### config.mk
export PLATFORM = sky130hd
export DESIGN_NAME = fld_core
export DESIGN_NICKNAME = d
export VERILOG_FILES = /design/src/hw/fld_level_rom.v /design/src/hw/fld_core.v
export VERILOG_INCLUDE_DIRS = /design/src /design/src/hw
export SDC_FILE = /design/constraint.sdc
export NUM_CORES = 1
export LEC_CHECK = 0
export BUFFER_PORTS_ARGS = -buffer_cell sky130_fd_sc_hd__buf_2
export CAP_MARGIN = 20
export CELL_PAD_IN_SITES_DETAIL_PLACEMENT = 2
export CELL_PAD_IN_SITES_GLOBAL_PLACEMENT = 2
export CORE_MARGIN = 4
export CORE_UTILIZATION = 33
export DETAILED_ROUTE_END_ITERATION = 8
export PLACE_DENSITY = 0.84
export SETUP_SLACK_MARGIN = 0.2
export SLEW_MARGIN = 20
export SYNTH_ARGS = -nofsm -noshare
export SYNTH_HDL_FRONTEND = slang
export SYNTH_SLANG_ARGS = --single-unit
export TNS_END_PERCENT = 1
### constraint.sdc
create_clock -name i_clk -period 2.3 [get_ports i_clk]
set_input_delay 0.345 -clock i_clk [delete_from_list [all_inputs] [get_ports i_clk]]
set_output_delay 0.345 -clock i_clk [all_outputs]
set_load 0.005 [all_outputs]
### src/hw/fld_regs.vh
`ifndef FLD_REGS_VH
`define FLD_REGS_VH
// ****************************************
// Timing and level constants.
// ****************************************
`define FLD_CLK_HZ          25000000
`define FLD_OFF_TIME_US     1500
`define FLD_OFF_CYCLES      ((`FLD_OFF_TIME_US * 25) )
`define FLD_GAIN_DELAY_US   400
`define FLD_GAIN_CYCLES     ((`FLD_GAIN_DELAY_US * 25) )
`define FLD_US_DIV          25
`define FLD_IDX_W           6
`define FLD_IDX_OFF         6'h00
`define FLD_IDX_FULL        6'h01
`define FLD_IDX_ZERO        6'h20
`define FLD_LVL_W           8
`endif

### src/hw/fld_level_rom.v
`include "fld_regs.vh"
module fld_level_rom (
	input  wire                  i_clk,
	input  wire [`FLD_IDX_W-1:0] i_idx,
	output reg  [`FLD_LVL_W-1:0] o_level
);
	// ****************************************
	// Current level in half-mA units, registered.
	// ****************************************
	always @(posedge i_clk) begin
		case (i_idx)
		6'h01: o_level <= 8'h2c;
		6'h02: o_level <= 8'h22;
		6'h03: o_level <= 8'h18;
		6'h04: o_level <= 8'h0f;
		6'h05: o_level <= 8'h06;
		6'h06: o_level <= 8'hfc;
		6'h07: o_level <= 8'hf2;
		6'h08: o_level <= 8'he8;
		6'h09: o_level <= 8'hde;
		6'h0a: o_level <= 8'hd5;
		6'h0b: o_level <= 8'hcb;
		6'h0c: o_level <= 8'hc2;
		6'h0d: o_level <= 8'hb8;
		6'h0e: o_level <= 8'hae;
		6'h0f: o_level <= 8'ha4;
		6'h10: o_level <= 8'h9b;
		6'h11: o_level <= 8'h91;
		6'h12: o_level <= 8'h88;
		6'h13: o_level <= 8'h7e;
		6'h14: o_level <= 8'h74;
		6'h15: o_level <= 8'h6a;
		6'h16: o_level <= 8'h61;
		6'h17: o_level <= 8'h57;
		6'h18: o_level <= 8'h4e;
		6'h19: o_level <= 8'h44;
		6'h1a: o_level <= 8'h3a;
		6'h1b: o_level <= 8'h30;
		6'h1c: o_level <= 8'h26;
		6'h1d: o_level <= 8'h1d;
		6'h1e: o_level <= 8'h14;
		6'h1f: o_level <= 8'h0a;
		default: o_level <= 8'h00;
		endcase
	end
endmodule

### src/hw/fld_core.v
// How it works
// - First high from shutdown enables at zero current.
// - First falling edge sets full scale.
// - Each further falling edge up to the thirty-second steps current down, except the sixth (8'h06 to 8'hfc).
// - Thirty-second pulse gives zero current.
// - Pulse at zero returns to full scale.
// - Long low time enters shutdown.
// - Shutdown turns both sinks off.
// - Undervoltage disables all channels.
// - Pump starts at unity gain and stays there until regulation is lost.
// - Lost regulation selects 1.5x after delay.
// - Gain sequence restarts on every enable.
// - Pulse rates in supported range accepted.
// - One input controls both channels together.
// - Pulse counts map to tabulated levels.
// - Over-temperature shuts down until cooled.
`include "fld_regs.vh"
module fld_core #(
	parameter OFF_CYCLES  = `FLD_OFF_CYCLES,
	parameter GAIN_CYCLES = `FLD_GAIN_CYCLES
) (
	input  wire       i_clk,
	input  wire       i_rst,
	input  wire       i_enable_dimming_input,
	input  wire       i_undervoltage,
	input  wire       i_over_temp,
	input  wire       i_temp_cooled,
	input  wire       i_regulation_ok,
	output reg        o_enabled,
	output wire [7:0] o_led_sink_first,
	output wire [7:0] o_led_sink_second,
	output wire       o_led_sink_first_oe,
	output wire       o_led_sink_second_oe,
	output reg        o_pump_gain_high,
	output reg        o_thermal_shutdown
);
	// ****************************************
	// Input synchronisers and edge detection.
	// ****************************************
	reg        sync1_reg;
	reg        sync2_reg;
	reg        in_prev_reg;
	reg  [1:0] aux1_reg;
	reg  [1:0] aux2_reg;
	wire       fall = in_prev_reg & ~sync2_reg;
	always @(posedge i_clk) begin
		if (i_rst) begin
			sync1_reg   <= 1'b0;
			sync2_reg   <= 1'b0;
			in_prev_reg <= 1'b0;
			aux1_reg    <= 2'h0;
			aux2_reg    <= 2'h0;
		end else begin
			sync1_reg   <= i_enable_dimming_input;
			sync2_reg   <= sync1_reg;
			in_prev_reg <= sync2_reg;
			aux1_reg    <= {i_over_temp, i_temp_cooled};
			aux2_reg    <= aux1_reg;
		end
	end
	reg        uv1_reg;
	reg        uv2_reg;
	reg        reg1_reg;
	reg        reg2_reg;
	always @(posedge i_clk) begin
		if (i_rst) begin
			uv1_reg  <= 1'b1;
			uv2_reg  <= 1'b1;
			reg1_reg <= 1'b1;
			reg2_reg <= 1'b1;
		end else begin
			uv1_reg  <= i_undervoltage;
			uv2_reg  <= uv1_reg;
			reg1_reg <= i_regulation_ok;
			reg2_reg <= reg1_reg;
		end
	end
	// ****************************************
	// Microsecond timebase.
	// ****************************************
	reg  [4:0] div_reg;
	wire       us_tick = (div_reg == 5'd24);
	always @(posedge i_clk) begin
		if (i_rst || us_tick)
			div_reg <= 5'h00;
		else
			div_reg <= div_reg + 5'h01;
	end
	// ****************************************
	// Shutdown low-time counter and enable.
	// ****************************************
	reg  [15:0] low_cnt_reg;
	reg         en_d_reg;
	wire        off_hit = (low_cnt_reg >= OFF_CYCLES[15:0]);
	wire        start = o_enabled & ~en_d_reg;
	always @(posedge i_clk) begin
		if (i_rst) begin
			low_cnt_reg <= 16'h0000;
			o_enabled   <= 1'b0;
			en_d_reg    <= 1'b0;
		end else begin
			en_d_reg <= o_enabled;
			if (sync2_reg)
				low_cnt_reg <= 16'h0000;
			else if (!off_hit)
				low_cnt_reg <= low_cnt_reg + 16'h0001;
			if (sync2_reg)
				o_enabled <= 1'b1;
			else if (off_hit)
				o_enabled <= 1'b0;
		end
	end
	// ****************************************
	// Step index.
	// ****************************************
	reg  [`FLD_IDX_W-1:0] idx_reg;
	always @(posedge i_clk) begin
		if (i_rst || !o_enabled)
			idx_reg <= `FLD_IDX_OFF;
		else if (fall) begin
			if (idx_reg == `FLD_IDX_OFF || idx_reg == `FLD_IDX_ZERO)
				idx_reg <= `FLD_IDX_FULL;
			else
				idx_reg <= idx_reg + 6'h01;
		end
	end
	wire [7:0] level;
	fld_level_rom u_rom (
		.i_clk   (i_clk),
		.i_idx   (idx_reg),
		.o_level (level)
	);
	// ****************************************
	// Thermal shutdown with hysteresis.
	// ****************************************
	always @(posedge i_clk) begin
		if (i_rst)
			o_thermal_shutdown <= 1'b0;
		else if (aux2_reg[1])
			o_thermal_shutdown <= 1'b1;
		else if (aux2_reg[0])
			o_thermal_shutdown <= 1'b0;
	end
	wire drive = o_enabled & ~uv2_reg & ~o_thermal_shutdown;
	assign o_led_sink_first     = drive ? level : 8'h00;
	assign o_led_sink_second    = drive ? level : 8'h00;
	assign o_led_sink_first_oe  = drive;
	assign o_led_sink_second_oe = drive;
	// ****************************************
	// Charge-pump gain sequencing.
	// ****************************************
	reg  [13:0] gain_cnt_reg;
	wire        gain_hit = (gain_cnt_reg >= GAIN_CYCLES[13:0]);
	always @(posedge i_clk) begin
		if (i_rst || start || !o_enabled) begin
			gain_cnt_reg     <= 14'h0000;
			o_pump_gain_high <= 1'b0;
		end else if (!o_pump_gain_high) begin
			if (reg2_reg)
				gain_cnt_reg <= 14'h0000;
			else if (gain_hit)
				o_pump_gain_high <= 1'b1;
			else
				gain_cnt_reg <= gain_cnt_reg + 14'h0001;
		end
	end
endmodule

==> results_dict.tcl <==
set metrics [dict create \
    run_status "completed" \
    clk_latency_ns 0.34 \
    clk_pin_slew_ns 0.07 \
    numCtsBuffers 9 \
    hold_viol_final 0 \
    synth_area_sq_um 3350 \
    setup_tns_ns 0 \
    cts_sinks 59 \
    crit_slowest_cell "a2111o_2" \
    worstPathCellList "or4_4 > a2111o_2 > a211o_1 > o41ai_1" \
    synth_area_leaders "dfxtp_1 35%, ha_1 6.0%, mux2i_1 4.8%" \
    vdd_drop_max_mv 0.337 \
    synth_edf_count 0 \
    slew_viol_final 0 \
    clockBufferDepth 2 \
    syn_inst 389 \
    async_reset_ff_share_pct 0 \
    drc 0 \
    fillers 1129 \
    finalSetupViolCount 0 \
    postCtsSetupBuffers 0 \
    start_kind "register" \
    track_usage_pct 20.0 \
    coreArea_sq_um 9820 \
    p_leak_nw 1.48 \
    drt_pre_antenna_iters 4 \
    fin_nets 445 \
    grt_max_degree 26 \
    ant_nets 0 \
    post-route-period-util_pct 92.8 \
    syn_nets 412 \
    skew_ns 0.0132 \
    power.density_nw_per_um2 523 \
    overflow 0 \
    h-tree-depth 3 \
    grt_pass1_wl_microns 18600 \
    via_per_inst 5.55 \
    die_h_microns 109 \
    rows 36 \
    pwr-share-seq_pct 51.7 \
    gp_congestion 0.779 \
    die_width_microns 109 \
    critical_path_class "reg2reg" \
    finish.utilization_pct 39.5 \
    p_sw_share_pct 25.2 \
    dpl.hpwl_microns 7450 \
    arrival_ns 2.36 \
    ys_top_cells_by_count "59 x dfxtp_1, 42 x nand2_1, 21 x nand3_1, 19 x nor2_1, 18 x inv_1" \
    wl_microns 11000 \
    start_util_pct 34.1 \
    ios 28 \
    rsz0062_at_grt "yes" \
    ys_warn_count 0 \
    synth_cell_types 58 \
    endpoint_kind "register" \
    synth_flop_cell "dfxtp_1" \
    largest_register_ff_count 16 \
    crit_fanout 7 \
    cts_tree "built" \
    max_stage_delay_ns 0.59 \
    dr.first_iter.drc_count 177 \
    grt_pass1_vias 3478 \
    tightest_slew_ns 0.698 \
    cts_root_buf "clkbuf_8" \
    ys_seq_elements 59 \
    synth-seq-area-share_pct 35.3 \
    hp-class "in2reg" \
    wire_per_inst_microns 19.7 \
    n_antenna_cell 0 \
    port_buffers 27 \
    period_needed_ns 2.13 \
    power_switching_mw 0.512 \
    cp.required_ns 2.53 \
    internal-power_mw 1.52 \
    die_area_sq_um 11800 \
    synth_top_cell_area_share_pct 35.3 \
    vias 3108 \
    drive_gt1_share_pct 19.7 \
    relSlewSlack_pct 53.3 \
    synth_most_common_cell "dfxtp_1" \
    antenna_found_initial 0 \
    clockPowerShare_pct 44.2 \
    syn-mean-instance-area_sq_um 8.61 \
    fmax_mhz 469 \
    share_comb_of_total_power_pct 4.1 \
    synth_largest_area_cell "dfxtp_1" \
    area_delta_synth_final_pct 15.9 \
    cap_viol_max_count 0 \
]
-- layout make-up --
type | instances | area (sq um) | area share [%]
clock inverter | 4 | 25.0 | 0.645
inverter | 20 | 75.1 | 1.93
clock buffer | 12 | 155 | 4.00
sequential | 59 | 1180 | 30.4
tap | 133 | 166 | 4.29
timing repair buffer | 51 | 315 | 8.12
multi-input combinational | 281 | 1960 | 50.6
-- logic make-up (layout without fill, tap and decap cells) --
kind of cell / count (synthesis) / count (layout) / synth area share, %
XOR/XNOR: 3 / 3 / 0.784
AND/OR/NAND/NOR: 155 / 155 / 24.6
multiplexers: 21 / 21 / 7.80
buffers and inverters: 50 / 87 / 6.83
AO/OA/AOI/OAI: 85 / 86 / 18.7
flip-flops: 59 / 59 / 35.3
adder cells (fa/ha/maj): 16 / 16 / 5.97
-- per-layer routing --
layer,part of all wire (%),vias up,routed length (microns),global-route usage (%)
met2,53,32,5890,36.6
met4,1.2,0,138,5.77
met5,0,-,0,0
met1,43,1569,4790,23.7
li1,-,1492,-,-
met3,2.0,15,219,3.61
-- worst max-delay path, delay by kind of cell, from the launching register on --
family | cells | cell delay (ns)
flip-flops | 1 | 0.33
AO/OA/AOI/OAI | 3 | 1.14
AND/OR/NAND/NOR | 1 | 0.56
-- repair_timing --
action                                  4_1_cts  5_1_grt
gates resized for setup                       3        1
pin swaps                                     7        0
gates cloned                                  1        0
endpoints found under the setup margin        9       17
hold buffers                                  0        0
-- metrics by stage --
| stage | hold WS [ns] | setup slack, ns | cell area (sq um) | std cells | power [mW] |
|---|---|---|---|---|---|
| 2_1_floorplan | 0.389 | 0.223 | 3350 | 389 | 1.12 |
| 3_3_place_gp | 0.392 | 0.183 | 3680 | 543 | 1.15 |
| 4_1_cts | 0.169 | 0.168 | 3880 | 560 | 2.06 |
| 6_report | 0.186 | 0.167 | 3880 | 560 | 2.03 |
| 3_5_place_dp | 0.409 | 0.114 | 3680 | 543 | 1.16 |
| 5_1_grt | 0.172 | 0.0612 | 3880 | 560 | 2.11 |
-- power groups by stage --
stage | clock, mW | sequential [mW] | combinational, mW
after floorplan | 0 | 1.07 | 0.0481
after global placement | 0 | 1.07 | 0.0762
after detailed placement | 0 | 1.07 | 0.0828
after CTS | 0.926 | 1.05 | 0.0846
after global routing | 0.969 | 1.05 | 0.0929
final | 0.896 | 1.05 | 0.0831
-- worst paths after layout --
kind / endpoint / cells after the start / start / slack [ns]
worst min register to register: reg2_reg$_SDFF_PP1_ / 1 / reg1_reg$_SDFF_PP1_ / 0.42
worst max register to register: gain_cnt_reg[12]$_SDFFE_PP0P_ / 4 / gain_cnt_reg[4]$_SDFFE_PP0P_ / 0.17
worst min-delay path: reg1_reg$_SDFF_PP1_ / 2 / i_regulation_ok / 0.19
worst max-delay path: gain_cnt_reg[12]$_SDFFE_PP0P_ / 4 / gain_cnt_reg[4]$_SDFFE_PP0P_ / 0.17
-- layout by cell type, fill, tap and decap left out, types with 3 or more instances in the layout --
master,Yosys,routed
mux4_2,4,4
nand4_1,5,5
mux2i_1,16,16
nor2_1,19,19
dfxtp_1,59,59
a211oi_1,9,8
nand2b_1,3,3
clkbuf_8,0,11
or2_2,4,4
nor2b_1,11,11
nor4_1,9,9
o22ai_1,3,3
a32o_1,3,3
a21o_1,4,4
inv_1,18,18
and2_1,10,10
and4_1,5,5
nand2_1,42,42
a21oi_1,17,17
buf_4,9,24
a211o_1,3,3
nand3_1,21,21
a31oi_1,7,7
or3_1,11,11
o21ai_0,8,8
and3_1,5,5
a2111o_1,7,7
ha_1,16,16
o211ai_1,5,5
buf_2,0,27
No activity file was read; power rests on OpenSTA's default activity.
